## src/verilog/rpi_pkg.sv

```systemverilog
// Purpose: Shared constants and types for the parallel RGB pixel input port
// Assumes: 8-bit register index, 32-bit register data, one word per register
// Notes:   Offsets are byte addresses on the plain register port
package rpi_pkg;
	// Register offsets
	localparam logic [7:0]  REG_CTRL      = 8'h00;
	localparam logic [7:0]  REG_WIN_H     = 8'h04;
	localparam logic [7:0]  REG_WIN_V     = 8'h08;
	localparam logic [7:0]  REG_ADDR_SET  = 8'h0C;
	localparam logic [7:0]  REG_PORCH     = 8'h10;
	localparam logic [7:0]  REG_PERIODS   = 8'h14;
	localparam logic [7:0]  REG_STATUS    = 8'h18;
	localparam logic [7:0]  REG_ADDR_CNT  = 8'h1C;

	// Field positions
	localparam int CTRL_WIDTH_LSB   = 0;
	localparam int CTRL_RAM_PATH    = 2;
	localparam int CTRL_PORT_EN     = 3;
	localparam int WIN_START_LSB    = 0;
	localparam int WIN_END_LSB      = 16;
	localparam int SET_H_LSB        = 0;
	localparam int SET_V_LSB        = 8;
	localparam int PORCH_BP_LSB     = 0;
	localparam int PORCH_FP_LSB     = 8;
	localparam int PORCH_NL_LSB     = 16;
	localparam int PER_NOV_LSB      = 0;
	localparam int PER_STD_LSB      = 8;
	localparam int PER_EQ_LSB       = 16;
	localparam int STAT_FRAME_ERR   = 0;

	// Bus width codes
	localparam logic [1:0]  BUS_18        = 2'h0;
	localparam logic [1:0]  BUS_16        = 2'h1;
	localparam logic [1:0]  BUS_6         = 2'h2;
	localparam logic [1:0]  BUS_BAD       = 2'h3;

	// Dot phases in 6-bit mode
	localparam logic [1:0]  PH_FIRST      = 2'h0;
	localparam logic [1:0]  PH_SECOND     = 2'h1;
	localparam logic [1:0]  PH_THIRD      = 2'h2;

	// Reset values and dot count limit
	localparam logic [7:0]  RST_H_START   = 8'h00;
	localparam logic [7:0]  RST_H_END     = 8'hFF;
	localparam logic [8:0]  RST_V_START   = 9'h000;
	localparam logic [8:0]  RST_V_END     = 9'h1FF;
	localparam logic [3:0]  RST_BP        = 4'h2;
	localparam logic [3:0]  RST_FP        = 4'h2;
	localparam logic [8:0]  RST_NL        = 9'h1FF;
	localparam logic [1:0]  RST_PERIOD    = 2'h1;
	localparam logic [2:0]  DOT_CNT_MAX   = 3'h7;

	// Synchroniser lanes
	localparam int SYNC_W    = 22;
	localparam int PIN_PCLK  = 0;
	localparam int PIN_VS    = 1;
	localparam int PIN_HS    = 2;
	localparam int PIN_DE    = 3;
	localparam int PIN_DATA  = 4;

	typedef enum logic [1:0] {
		FS_IDLE,
		FS_BACK,
		FS_DISP,
		FS_FRONT
	} rpi_fstate_type;
endpackage

```

## src/verilog/rpi_port.sv

```systemverilog
// Purpose: Parallel RGB pixel input port writing pixels into graphics RAM
// Assumes: Pins sampled by sys_clk; pixel_clock much slower than sys_clk
// Notes:   Frame and line syncs active low, data enable active high
`timescale 1ns/10ps
module rpi_port (
	input  wire logic        sys_clk,              // System clock, 100 MHz
	input  wire logic        rst,                  // Synchronous reset, active high
	input  wire logic        ce,                   // Clock enable, freezes state when low
	input  wire logic [7:0]  reg_addr,             // Register byte address
	input  wire logic [31:0] reg_wdata,            // Register write data
	input  wire logic        reg_we,               // Register write strobe
	input  wire logic        reg_re,               // Register read strobe
	output logic      [31:0] reg_rdata,            // Read data, cycle after strobe
	input  wire logic        pixel_clock,          // Pixel clock pin
	input  wire logic        frame_sync_n,         // Frame sync pin, active low
	input  wire logic        line_sync_n,          // Line sync pin, active low
	input  wire logic        data_enable,          // Data enable pin, active high
	input  wire logic [17:0] pixel_data_pins,      // Pixel data pins
	output logic             gram_we,              // Graphics RAM write pulse
	output logic      [16:0] gram_addr,            // Graphics RAM address {v,h}
	output logic      [17:0] gram_wdata,           // Graphics RAM write word
	output logic             ext_timing,           // Display timed from pixel port
	output logic             sysif_features_en,    // Partial/scroll/interlace allowed
	output logic             line_pulse,           // Pulse per displayed line
	output logic             gate_nonoverlap,      // Gate non-overlap period active
	output logic             source_output_delay,  // Source output delay active
	output logic             equalization_period,  // Equalisation period active
	output logic             front_porch           // In front porch
);
	typedef struct packed {
		logic [1:0]             width;
		logic                   ram_path_select;
		logic                   port_en;
		logic [7:0]             h_start;
		logic [7:0]             h_end;
		logic [8:0]             v_start;
		logic [8:0]             v_end;
		logic [7:0]             set_h;
		logic [8:0]             set_v;
		logic [3:0]             bp;
		logic [3:0]             fp;
		logic [8:0]             nl;
		logic [1:0]             nov;
		logic [1:0]             std;
		logic [1:0]             eq;
		logic [1:0]             phase;
		logic [5:0]             red;
		logic [5:0]             green;
		logic [7:0]             cnt_h;
		logic [8:0]             cnt_v;
		rpi_pkg::rpi_fstate_type fstate;
		logic [8:0]             line_cnt;
		logic [2:0]             dot_cnt;
		logic                   frame_err;
		logic [31:0]            rdata;
		logic                   gram_we;
		logic [16:0]            gram_addr;
		logic [17:0]            gram_wdata;
		logic                   ext_timing;
		logic                   sys_feat;
		logic                   line_pulse;
		logic                   gate_nov;
		logic                   src_dly;
		logic                   eq_on;
		logic                   in_fp;
	} rpi_state_type;

	rpi_state_type                st_r;
	rpi_state_type                st_nxt;
	logic [rpi_pkg::SYNC_W-1:0]   pin_lvl;
	logic [rpi_pkg::SYNC_W-1:0]   pin_prev;
	logic                         dot_edge;
	logic                         vs_fall;
	logic                         hs_fall;
	logic [17:0]                  dat;
	logic                         take_dot;
	logic                         commit;
	logic [17:0]                  word;

	// Expand a dot or pixel from the pins into an 18-bit RAM word
	function automatic logic [17:0] map_word(input logic [1:0]  w,
	                                         input logic [17:0] d,
	                                         input logic [5:0]  r,
	                                         input logic [5:0]  g);
		logic [17:0] res;
		res = d;
		case (w)
			rpi_pkg::BUS_16: res = {d[17:13], d[17], d[11:6], d[5:1], d[5]};
			rpi_pkg::BUS_6:  res = {r, g, d[17:12]};
			default:         res = d;
		endcase
		return res;
	endfunction

	function automatic logic in_window(input rpi_state_type s);
		return (s.cnt_h >= s.h_start) && (s.cnt_h <= s.h_end) &&
		       (s.cnt_v >= s.v_start) && (s.cnt_v <= s.v_end);
	endfunction

	rpi_sync u_sync (
		.sys_clk (sys_clk),
		.rst     (rst),
		.ce      (ce),
		.pins_in ({pixel_data_pins, data_enable, line_sync_n, frame_sync_n, pixel_clock}),
		.lvl     (pin_lvl),
		.prev    (pin_prev)
	);

	assign dot_edge = pin_lvl[rpi_pkg::PIN_PCLK] & ~pin_prev[rpi_pkg::PIN_PCLK];
	assign vs_fall  = ~pin_lvl[rpi_pkg::PIN_VS] & pin_prev[rpi_pkg::PIN_VS];
	assign hs_fall  = ~pin_lvl[rpi_pkg::PIN_HS] & pin_prev[rpi_pkg::PIN_HS];
	assign dat      = pin_lvl[rpi_pkg::PIN_DATA +: 18];
	// Pixel bus only feeds RAM, gated by enable, path select and a legal width
	assign take_dot = dot_edge & pin_lvl[rpi_pkg::PIN_DE] & st_r.port_en &
	                  st_r.ram_path_select & (st_r.width != rpi_pkg::BUS_BAD);
	assign commit   = take_dot & ((st_r.width != rpi_pkg::BUS_6) |
	                  (st_r.phase == rpi_pkg::PH_THIRD));
	assign word     = map_word(st_r.width, dat, st_r.red, st_r.green);

	always_comb begin
		st_nxt = st_r;
		if (ce) begin
			st_nxt.gram_we    = 1'b0;
			st_nxt.line_pulse = 1'b0;
			st_nxt.rdata      = 32'h0000_0000;

			// Register writes come only from the system side port
			if (reg_we) begin
				case (reg_addr)
					rpi_pkg::REG_CTRL: begin
						st_nxt.width           = reg_wdata[rpi_pkg::CTRL_WIDTH_LSB +: 2];
						st_nxt.ram_path_select = reg_wdata[rpi_pkg::CTRL_RAM_PATH];
						st_nxt.port_en         = reg_wdata[rpi_pkg::CTRL_PORT_EN];
					end
					rpi_pkg::REG_WIN_H: begin
						st_nxt.h_start = reg_wdata[rpi_pkg::WIN_START_LSB +: 8];
						st_nxt.h_end   = reg_wdata[rpi_pkg::WIN_END_LSB +: 8];
					end
					rpi_pkg::REG_WIN_V: begin
						st_nxt.v_start = reg_wdata[rpi_pkg::WIN_START_LSB +: 9];
						st_nxt.v_end   = reg_wdata[rpi_pkg::WIN_END_LSB +: 9];
					end
					rpi_pkg::REG_ADDR_SET: begin
						st_nxt.set_h = reg_wdata[rpi_pkg::SET_H_LSB +: 8];
						st_nxt.set_v = reg_wdata[rpi_pkg::SET_V_LSB +: 9];
					end
					rpi_pkg::REG_PORCH: begin
						st_nxt.bp = reg_wdata[rpi_pkg::PORCH_BP_LSB +: 4];
						st_nxt.fp = reg_wdata[rpi_pkg::PORCH_FP_LSB +: 4];
						st_nxt.nl = reg_wdata[rpi_pkg::PORCH_NL_LSB +: 9];
					end
					rpi_pkg::REG_PERIODS: begin
						st_nxt.nov = reg_wdata[rpi_pkg::PER_NOV_LSB +: 2];
						st_nxt.std = reg_wdata[rpi_pkg::PER_STD_LSB +: 2];
						st_nxt.eq  = reg_wdata[rpi_pkg::PER_EQ_LSB +: 2];
					end
					rpi_pkg::REG_STATUS: begin
						if (reg_wdata[rpi_pkg::STAT_FRAME_ERR]) begin
							st_nxt.frame_err = 1'b0;
						end
					end
					default: begin
					end
				endcase
			end

			if (reg_re) begin
				case (reg_addr)
					rpi_pkg::REG_CTRL:     st_nxt.rdata = {28'h000_0000, st_r.port_en,
					                                       st_r.ram_path_select, st_r.width};
					rpi_pkg::REG_WIN_H:    st_nxt.rdata = {8'h00, st_r.h_end, 8'h00, st_r.h_start};
					rpi_pkg::REG_WIN_V:    st_nxt.rdata = {7'h00, st_r.v_end, 7'h00, st_r.v_start};
					rpi_pkg::REG_ADDR_SET: st_nxt.rdata = {15'h0000, st_r.set_v, st_r.set_h};
					rpi_pkg::REG_PORCH:    st_nxt.rdata = {7'h00, st_r.nl, 4'h0, st_r.fp,
					                                       4'h0, st_r.bp};
					rpi_pkg::REG_PERIODS:  st_nxt.rdata = {14'h0000, st_r.eq, 6'h00, st_r.std,
					                                       6'h00, st_r.nov};
					rpi_pkg::REG_STATUS:   st_nxt.rdata = {24'h00_0000, st_r.fstate, st_r.phase,
					                                       st_r.in_fp,
					                                       st_r.width == rpi_pkg::BUS_BAD,
					                                       1'b0, st_r.frame_err};
					rpi_pkg::REG_ADDR_CNT: st_nxt.rdata = {15'h0000, st_r.cnt_v, st_r.cnt_h};
					default:               st_nxt.rdata = 32'h0000_0000;
				endcase
			end

			// Dot capture and pixel assembly
			if (take_dot && st_r.width == rpi_pkg::BUS_6) begin
				case (st_r.phase)
					rpi_pkg::PH_FIRST: begin
						st_nxt.red   = dat[17:12];
						st_nxt.phase = rpi_pkg::PH_SECOND;
					end
					rpi_pkg::PH_SECOND: begin
						st_nxt.green = dat[17:12];
						st_nxt.phase = rpi_pkg::PH_THIRD;
					end
					default: begin
						st_nxt.phase = rpi_pkg::PH_FIRST;
					end
				endcase
			end

			if (commit) begin
				// Counter walks the window; words outside it are dropped
				st_nxt.gram_we    = in_window(st_r);
				st_nxt.gram_addr  = {st_r.cnt_v, st_r.cnt_h};
				st_nxt.gram_wdata = word;
				if (st_r.cnt_h >= st_r.h_end) begin
					st_nxt.cnt_h = st_r.h_start;
					st_nxt.cnt_v = (st_r.cnt_v >= st_r.v_end) ? st_r.v_start :
					               9'(st_r.cnt_v + 9'h001);
				end else begin
					st_nxt.cnt_h = 8'(st_r.cnt_h + 8'h01);
				end
			end

			// Per-line periods counted in pixel clocks
			if (hs_fall) begin
				st_nxt.dot_cnt = 3'h0;
			end else if (dot_edge && st_r.dot_cnt != rpi_pkg::DOT_CNT_MAX) begin
				st_nxt.dot_cnt = 3'(st_r.dot_cnt + 3'h1);
			end

			// Vertical timing from external syncs
			case (st_r.fstate)
				rpi_pkg::FS_BACK: begin
					if (hs_fall) begin
						if (9'(st_r.line_cnt + 9'h001) >= {5'h00, st_r.bp}) begin
							st_nxt.fstate   = rpi_pkg::FS_DISP;
							st_nxt.line_cnt = 9'h000;
						end else begin
							st_nxt.line_cnt = 9'(st_r.line_cnt + 9'h001);
						end
					end
				end
				rpi_pkg::FS_DISP: begin
					if (hs_fall) begin
						st_nxt.line_pulse = 1'b1;
						if (9'(st_r.line_cnt + 9'h001) >= st_r.nl) begin
							st_nxt.fstate   = rpi_pkg::FS_FRONT;
							st_nxt.line_cnt = 9'h000;
						end else begin
							st_nxt.line_cnt = 9'(st_r.line_cnt + 9'h001);
						end
					end
				end
				rpi_pkg::FS_FRONT: begin
					// Front porch lasts until the next frame sync however long
					if (hs_fall && st_r.line_cnt != 9'h1FF) begin
						st_nxt.line_cnt = 9'(st_r.line_cnt + 9'h001);
					end
				end
				default: begin
				end
			endcase

			// Frame start overrides everything on the frame path
			if (vs_fall && st_r.port_en) begin
				st_nxt.cnt_h    = st_r.set_h;
				st_nxt.cnt_v    = st_r.set_v;
				st_nxt.phase    = rpi_pkg::PH_FIRST;
				st_nxt.line_cnt = 9'h000;
				st_nxt.fstate   = (st_r.bp == 4'h0) ? rpi_pkg::FS_DISP : rpi_pkg::FS_BACK;
				if (st_r.width == rpi_pkg::BUS_6 && st_r.phase != rpi_pkg::PH_FIRST) begin
					st_nxt.frame_err = 1'b1;
				end
			end
			if (!st_r.port_en) begin
				st_nxt.fstate = rpi_pkg::FS_IDLE;
			end

			st_nxt.ext_timing = st_nxt.port_en;
			st_nxt.sys_feat   = ~st_nxt.port_en;
			st_nxt.in_fp      = st_nxt.fstate == rpi_pkg::FS_FRONT;
			st_nxt.gate_nov   = st_nxt.port_en && (st_nxt.dot_cnt < {1'b0, st_nxt.nov});
			st_nxt.src_dly    = st_nxt.port_en && (st_nxt.dot_cnt < {1'b0, st_nxt.std});
			st_nxt.eq_on      = st_nxt.port_en && (st_nxt.dot_cnt < {1'b0, st_nxt.eq});
		end
	end

	always_ff @(posedge sys_clk) begin
		if (rst) begin
			st_r          <= '0;
			st_r.h_start  <= rpi_pkg::RST_H_START;
			st_r.h_end    <= rpi_pkg::RST_H_END;
			st_r.v_start  <= rpi_pkg::RST_V_START;
			st_r.v_end    <= rpi_pkg::RST_V_END;
			st_r.bp       <= rpi_pkg::RST_BP;
			st_r.fp       <= rpi_pkg::RST_FP;
			st_r.nl       <= rpi_pkg::RST_NL;
			st_r.nov      <= rpi_pkg::RST_PERIOD;
			st_r.std      <= rpi_pkg::RST_PERIOD;
			st_r.eq       <= rpi_pkg::RST_PERIOD;
			st_r.fstate   <= rpi_pkg::FS_IDLE;
			st_r.sys_feat <= 1'b1;
		end else begin
			st_r <= st_nxt;
		end
	end

	assign reg_rdata           = st_r.rdata;
	assign gram_we             = st_r.gram_we;
	assign gram_addr           = st_r.gram_addr;
	assign gram_wdata          = st_r.gram_wdata;
	assign ext_timing          = st_r.ext_timing;
	assign sysif_features_en   = st_r.sys_feat;
	assign line_pulse          = st_r.line_pulse;
	assign gate_nonoverlap     = st_r.gate_nov;
	assign source_output_delay = st_r.src_dly;
	assign equalization_period = st_r.eq_on;
	assign front_porch         = st_r.in_fp;
endmodule // rpi_port

```

## src/verilog/rpi_sync.sv

```systemverilog
// Purpose: Two-flop synchroniser for all pixel-port pins, plus one delay stage
// Assumes: Pins are asynchronous to sys_clk
// Notes:   Only the second and third stages leave this module
`timescale 1ns/10ps
module rpi_sync (
	input  wire logic                       sys_clk,  // System clock
	input  wire logic                       rst,      // Synchronous reset
	input  wire logic                       ce,       // Clock enable
	input  wire logic [rpi_pkg::SYNC_W-1:0] pins_in,  // Raw pins
	output logic      [rpi_pkg::SYNC_W-1:0] lvl,      // Synchronised level
	output logic      [rpi_pkg::SYNC_W-1:0] prev      // Level one cycle older
);
	typedef struct packed {
		logic [rpi_pkg::SYNC_W-1:0] s1;
		logic [rpi_pkg::SYNC_W-1:0] s2;
		logic [rpi_pkg::SYNC_W-1:0] s3;
	} rpi_sync_type;

	rpi_sync_type sync_r;
	rpi_sync_type sync_nxt;

	always_comb begin
		sync_nxt = sync_r;
		if (ce) begin
			sync_nxt.s1 = pins_in;
			sync_nxt.s2 = sync_r.s1;
			sync_nxt.s3 = sync_r.s2;
		end
	end

	always_ff @(posedge sys_clk) begin
		if (rst) begin
			sync_r <= '0;
		end else begin
			sync_r <= sync_nxt;
		end
	end

	assign lvl  = sync_r.s2;
	assign prev = sync_r.s3;
endmodule // rpi_sync
```

## config.mk

```make
export PLATFORM = sky130hd
export DESIGN_NAME = rpi_port
export DESIGN_NICKNAME = d
export VERILOG_FILES = /design/src/verilog/rpi_pkg.sv /design/src/verilog/rpi_port.sv /design/src/verilog/rpi_sync.sv
export SDC_FILE = /design/constraint.sdc
export NUM_CORES = 1
export LEC_CHECK = 0
export BUFFER_PORTS_ARGS = -buffer_cell sky130_fd_sc_hd__buf_4
export CORE_ASPECT_RATIO = 1.5
export CORE_MARGIN = 2
export CORE_UTILIZATION = 45
export DETAILED_ROUTE_END_ITERATION = 8
export RECOVER_POWER = 50
export SLEW_MARGIN = 10
export SYNTH_ARGS = -nofsm -noshare
export SYNTH_HDL_FRONTEND = slang
export SYNTH_HIERARCHICAL = 1
export SYNTH_SLANG_ARGS = --single-unit
```

## constraint.sdc

```tcl
create_clock -name sys_clk -period 3.15 [get_ports sys_clk]
set_input_delay 0.63 -clock sys_clk [delete_from_list [all_inputs] [get_ports sys_clk]]
set_output_delay 0.63 -clock sys_clk [all_outputs]
set_load 0.05 [all_outputs]
```

# Yosys cells after proc, flatten, opt, wreduce, memory -nomap -nowiden
# Cells that the tools add are included.
# classes
n_addsub	4
n_lt_le_gt_ge	11
eq_ne	29
muxes	44
n_bitwise	13
reduce_logical	31
# ops
op	count
$pmux 25 s8	1
$mux 78	2
$mux 17	3
$mux 9	5
$mux 36	1
$pmux 18 s2	1
$eq 8x5->1 const B	4
$mux 28	1
$ge 9x9->1	3
$pmux 9 s3	1
$mux 25	1
$reduce_and 3->1	8
$mux 11	2
$add 9x1->9 const B	2
$mux 18	1
$mux 6	3
$eq 8x4->1 const B	2
$ge 8x8->1	2
$mux 16	1
$mux 14	1
$eq 2x2->1 const B	6
$mux 2	6
$ne 2x1->1 const B	6
$ne 3x3->1 const B	4
other kinds (26)	65
# totals
reg_bits	245
out_inout_bits	75

# Longest topological paths before layout
# Gate-level depths: netlist of the first run.
# logic_depth
ltp_word	12
mapped_depth	12
mapped_depth_nobuf	12

# Cells and area by module
# The synthesis of the first run kept the hierarchy.
# by_module_without_submodules
module	n_inst	cells_each	area_each_um2	seq_area_each_um2
rpi_port	1	1323	10423.7	3823.7
rpi_sync	1	257	2717.6	1321.3

# Worst setup path before layout of the first run
# Ideal clock, no wire load.
# synth_timing
path_kind	reg-to-reg
from	reg st_r[79] (netlist bit)
to	reg st_r[81] (netlist bit)
arrival_ps	2608
t_required_ps	3082
path_slack_ps	474
stages_incl_launch_ff	11
synth_period_minus_slack_ps	2676
cell_sequence	dfxtp_1 -> ha_1 -> nor2b_1 -> or2_2 -> ha_1 -> a211o_1 -> a2111oi_2 -> nand3_2 -> a211oi_4 -> o21ai_2 -> a21oi_2
# synth_between
elab_chain_cells	6
elab_cells_between_ends	14
# synth_lines
item	line_no	source
start, declared	rpi_port.sv:68	rpi_state_type st_r;
start signal, assigned	rpi_port.sv:298	st_r <= st_nxt;
$add 9x1->9	-	
$ge 9x9->1 or $ge 9x4->1 (tied branches)	rpi_port.sv:240, rpi_port.sv:229	
$mux 9, on equally long branches	rpi_port.sv:240, rpi_port.sv:229	
$mux 11, on equally long branches	rpi_port.sv:238, rpi_port.sv:228	
$pmux 9 s3	rpi_port.sv:226	case (st_r.fstate)
$mux 28	rpi_port.sv:259	if (vs_fall && st_r.port_en) begin
# Parallel ways exist; a longest one is shown, timed or not. The select of a mux whose other input is x is not followed.
# A chain may end at the register's enable or synchronous reset.

# Final worst setup path of the first run
# layout_timing
from	reg st_r[81] (netlist bit)
to	reg st_r[86] (netlist bit)
# Same word-level chain as after synthesis.

==> impl_metrics.json, run 1 <==
{
  "outcome": "complete, but fails checks",
  "hold_viol": 0,
  "cts-root-buf": "clkbuf_16",
  "final_cell_mix": "dfxtp_1, nand2_1, nor2_1",
  "core_area_um2": 27100,
  "avgSynthCellArea_um2": 8.22,
  "period_needed_ns": 2.83,
  "cts_tree": "done",
  "viasPerCell": 5.54,
  "cts_setup_buffers": 0,
  "crit_fanout": 9,
  "die-area_um2": 28800,
  "ant_nets": 0,
  "synth_area_um2": 12400,
  "hold_end": "u_sync/sync_r[56]",
  "grtUsageTotal": 0.241,
  "wl_per_cell_um": 18.9,
  "cts_sinks": 238,
  "start_util": 0.455,
  "overflow": 0,
  "h-tree-depth": 1,
  "worst_pin_slew_ns": 1.60,
  "drtPass1Iterations": 6,
  "critPathArrivalTime_ns": 3.29,
  "ios": 142,
  "leakage_nw": 5.45,
  "die_w_um": 139,
  "reg2reg_depth": 11,
  "final_core_util": 0.501,
  "rows": 74,
  "cp-startpoint": "st_r[81]",
  "grt_max_degree": 107,
  "rsz0062_at_grt": "false",
  "dp_hpwl_um": 26200,
  "setup_viol": 0,
  "cp_data_required_time_ns": 3.61,
  "drc_errors": 0,
  "cp-end-kind": "flip-flop",
  "multi_input_area_um2": 6240,
  "die_y_um": 207,
  "synth_warnings": 6,
  "final_nets": 1654,
  "vias": 10434,
  "antenna-diode-count": 0,
  "grt_pass1_vias": 9918,
  "wl_um": 35500,
  "clkTransAtPathRegs_ns": 0.06,
  "violations": "max-capacitance violations, max-slew violations",
  "r2r_end": "st_r[86]",
  "slew_headroom": -0.0668,
  "drive_above_1_share": 0.103,
  "cts_buffers": 25,
  "drv_slew": 53,
  "startpoint_type": "flip-flop",
  "maxCapViolations": 1,
  "hold_start": "pixel_data_pins[8]",
  "fmax_ghz": 0.353,
  "worst_clock_skew_ns": 0.0161,
  "p_per_area_nw_per_um2": 489,
  "critPathKind": "reg2reg",
  "gp_congestion": 0.861,
  "regArea_um2": 4760,
  "min_path_cells": 3,
  "reg2reg_from": "st_r[81]",
  "clock_path_buffers": 3,
  "fillers": 2691,
  "clk_latency_ns": 0.54,
  "first_iter_violations": 738,
  "syn_inst": 1504,
  "peakVddDrop_mv": 0.454,
  "grt_pass1_wl_um": 54900,
  "mostFrequentLayoutCell": "dfxtp_1",
  "numPortBuffers": 127,
  "hp-class": "in2reg",
  "syn2layout_area_growth_pct": 9.91,
  "antenna_found_initial": 0,
  "fin_setup_tns_ns": 0,
  "fin_crit_sh": 0.898,
  "rrSetupSlack_ns": 0.32
}
[layout make-up]
type                    count  share of cell area
flip-flops and latches    238               0.351
well taps                 342              0.0315
inverters                  57              0.0158
multi-input cells        1032               0.460
clock inverters             9              0.0130
repair buffers            170              0.0763
clock buffers              37              0.0531
[stage by stage]
step | cell area [µm²] | hold WS, ns | total power, mW | setup WS, ns | cells
detailed placement | 13000 | 0.445 | 3.47 | 0.322 | 1839
global placement | 13000 | 0.440 | 3.47 | 0.319 | 1839
finish | 13600 | 0.328 | 6.64 | 0.320 | 1885
floorplan | 12400 | 0.426 | 3.36 | 0.474 | 1510
CTS | 13900 | 0.319 | 6.70 | 0.303 | 1885
global route | 13600 | 0.330 | 6.85 | 0.0952 | 1885
[state kept, by name, indices dropped and copies added (netlist names)]
signal and count:
gram_addr 17, reg_rdata 25, source_output_delay 1, gram_we 1
sysif_features_en 1, ext_timing 1, st_r 123, equalization_period 1
u_sync/sync_r 22, front_porch 1, line_pulse 1, gram_wdata 18
gate_nonoverlap 1, u_sync/prev 3, u_sync/lvl 22
[routing by layer]
metal  part of all wire  track usage  up-vias
met5                  0            0        -
met4              0.057        0.124        0
met3              0.052       0.0341       88
met2               0.50        0.445      283
met1               0.39        0.270     4946
li1                   -            -     5117
[how the worst max path moves through the flow]
| stage | end | slack [ns] |
|---|---|---|
| floorplan | st_r[81] | 0.47 |
| CTS | st_r[86] | 0.30 |
| finish | st_r[86] | 0.32 |
| detailed placement | st_r[86] | 0.32 |
| global route | st_r[79] | 0.1 |
| global placement | st_r[81] | 0.32 |
[power breakdown]
group / switching (mW) / internal (mW) / leakage (nW)
clock network: 1.24 / 1.99 / 0.435
registers: 0.0249 / 3.04 / 1.93
logic: 0.212 / 0.121 / 3.09
[what timing repair did]
action / in CTS / in global routing
resized for setup: 0 / 1
endpoints found under the setup margin: 0 / 6
hold buffers: 0 / 0
[worst max-delay path, stage by stage, from the launching register on]
cell	delay (ns)
dfxtp_1	0.44
nand3_1	0.22
and2_1	0.24
or2_2	0.32
ha_1	0.28
o21a_1	0.12
a2111oi_2	0.38
nand3_2	0.17
a211oi_4	0.27
buf_12	0.16
a22oi_1	0.06
nor2_1	0.11
No activity file was read; power rests on OpenSTA's default activity.
==> run 2, diff against run 1 <==
--- a/config.mk
+++ b/config.mk
@@ -14,5 +14,4 @@
 export SLEW_MARGIN = 10
 export SYNTH_ARGS = -nofsm -noshare
 export SYNTH_HDL_FRONTEND = slang
-export SYNTH_HIERARCHICAL = 1
 export SYNTH_SLANG_ARGS = --single-unit
==> run 2 against run 1 <==
The flow still finishes with violations (max-capacitance violations, max-slew violations). Via count increased by 1.2%. Wire length shrank 0.42%. Clock power is 4% lower. Worst hold slack gained 0.0017 ns. Utilization is 1.6 points higher. Area after synthesis down 2.3%. Largest power group unchanged. Highest routed layer unchanged.
==> impl_metrics.json, run 2 <==
{
  "outcome": "complete, but fails checks",
  "violations": "max-capacitance violations, max-slew violations",
  "leakage_nw": 5.53,
  "critPathSlowestCell": "or4b_4",
  "synth-seq-area-share": 0.394,
  "rsz0062_at_grt": "false",
  "start_util": 0.456,
  "worst_pin_slew_ns": 1.99,
  "overflow": 0,
  "yosys-top-cells-count": "dfxtp_1, nand2_1, nor2_1",
  "die_y_um": 205,
  "avgSynthCellArea_um2": 8.13,
  "drc_errors": 0,
  "ant_nets": 0,
  "vias": 10554,
  "final_nets": 1677,
  "hp-class": "in2reg",
  "grt_max_degree": 113,
  "synthDominantCellAreaShare": 0.394,
  "antenna_found_initial": 0,
  "syn_inst": 1486,
  "numPortBuffers": 127,
  "die-area_um2": 28200,
  "synth_top_cell_by_area": "dfxtp_1",
  "synth_area_um2": 12100,
  "drive_above_1_share": 0.112,
  "synth_cell_types": 61,
  "synthArstFlopShare": 0,
  "period_needed_ns": 2.91,
  "rows": 73,
  "clkTransAtPathRegs_ns": 0.06,
  "crit_fanout": 4,
  "yosys-top-cells-area": "dfxtp_1, a21oi_1, ha_1, mux2i_1, nand2_1",
  "largest_reg_flops": 123,
  "cts_setup_buffers": 0,
  "cts_buffers": 25,
  "drtPass1Iterations": 6,
  "ios": 142,
  "top_register": "st_r",
  "ys_ff_latch": 238,
  "fmax_ghz": 0.343,
  "path_cells": "ha_2 -> and4_4 -> buf_4 -> and4_1 -> ha_1 -> buf_4 -> nor2_1 -> o21ai_0 -> or4b_4 -> a211oi_4 -> buf_2 -> a22oi_1 -> nor2_1",
  "h-tree-depth": 1,
  "dp_hpwl_um": 25500,
  "grt_pass1_vias": 10119,
  "cts_tree": "done",
  "setup_viol": 0,
  "die_w_um": 138,
  "synth-main-ff-cell": "dfxtp_1",
  "maxCapViolations": 1,
  "clk_latency_ns": 0.52,
  "design_power_total_mw": 6.50,
  "cts_sinks": 238,
  "cts-root-buf": "clkbuf_16",
  "gp_congestion": 0.894,
  "antenna-diode-count": 0,
  "cp-end-kind": "flip-flop",
  "hold_viol": 0,
  "critPathArrivalTime_ns": 3.37,
  "clock_path_buffers": 3,
  "synth_edf_count": 0,
  "peakVddDrop_mv": 0.409,
  "wl_um": 35400,
  "critPathKind": "reg2reg",
  "startpoint_type": "flip-flop",
  "viasPerCell": 5.56,
  "drv_slew": 97,
  "core_area_um2": 26500,
  "syn2layout_area_growth_pct": 13.3,
  "worst_clock_skew_ns": 0.00741,
  "fin_crit_sh": 0.925,
  "grt_pass1_wl_um": 55100,
  "max_stage_delay_ns": 0.54,
  "mostFrequentLayoutCell": "dfxtp_1",
  "p_per_area_nw_per_um2": 475,
  "wl_per_cell_um": 18.6,
  "slew_headroom": -0.328,
  "synth_warnings": 0,
  "yosysMostFrequentCell": "dfxtp_1",
  "grtUsageTotal": 0.250,
  "final_cell_mix": "dfxtp_1, nand2_1, nor2_1",
  "first_iter_violations": 587,
  "cp_data_required_time_ns": 3.61,
  "fin_setup_tns_ns": 0
}
-- run 2: power breakdown --
part | internal, mW | switching, mW
Combinational | 0.114 | 0.201
Clock | 1.89 | 1.23
Sequential | 3.04 | 0.0275
-- run 2: final timing paths --
check / start / end / slack [ns] / cells past startpoint
worst min-delay path: reg_wdata[24] / st_r[135] / 0.33 / 2
worst max-delay path: st_r[80] / st_r[87] / 0.24 / 13
worst max register to register: st_r[80] / st_r[87] / 0.24 / 13
worst min register to register: gram_addr[5] / gram_addr[5] / 0.45 / 2
-- run 2: area by class of cell --
class	count	area (µm²)
Sequential cell	238	4770
Clock buffer	33	706
Multi-Input combinational cell	1038	6300
Fill cell	2658	12800
Tap cell	337	422
Clock inverter	9	150
Timing Repair Buffer	186	1120
Inverter	58	218
-- run 2: kinds of logic (layout without fill, tap and decap cells) --
kind of cell	count (synthesis)	in the layout	synth area share
other cells	1	7	0.000310
simple gates	522	522	0.191
buf+inv	216	286	0.0884
compound gates	351	351	0.183
mux	79	79	0.0657
xor+xnor	16	16	0.0116
fa+ha+maj	63	63	0.0653
flops	238	238	0.394
-- run 2: critical path, delay by kind of cell, from the launching register on --
family / cells / cell delay, ns
compound gates: 3 / 0.48
fa+ha+maj: 2 / 0.43
buf+inv: 3 / 0.44
flops: 1 / 0.34
simple gates: 5 / 1.16
-- run 2: per-layer routing --
metal  share of wire  track usage
met5               0            0
met4           0.045        0.110
met3           0.057       0.0374
met2            0.50        0.443
met1            0.40        0.293
-- run 2: repair_timing --
item | 4_1_cts | 5_1_grt
setup endpoints to repair | 0 | 11
endpoints found under the hold margin | 0 | 0
hold buffers | 0 | 0
gates resized for setup | 0 | 9
-- run 2: metrics by stage --
| stage | setup WS (ns) | instances | area (µm²) | utilization | hold slack (ns) |
|---|---|---|---|---|---|
| 2_1_floorplan | 0.149 | 1492 | 12100 | - | 0.432 |
| 3_3_place_gp | 0.0921 | 1856 | 13100 | 0.494 | 0.439 |
| 3_5_place_dp | 0.0411 | 1856 | 13100 | 0.494 | 0.444 |
| 4_1_cts | 0.0217 | 1898 | 13900 | 0.526 | 0.312 |
| 5_1_grt | 0.00648 | 1899 | 13700 | 0.516 | 0.318 |
| 6_report | 0.237 | 1899 | 13700 | 0.516 | 0.330 |
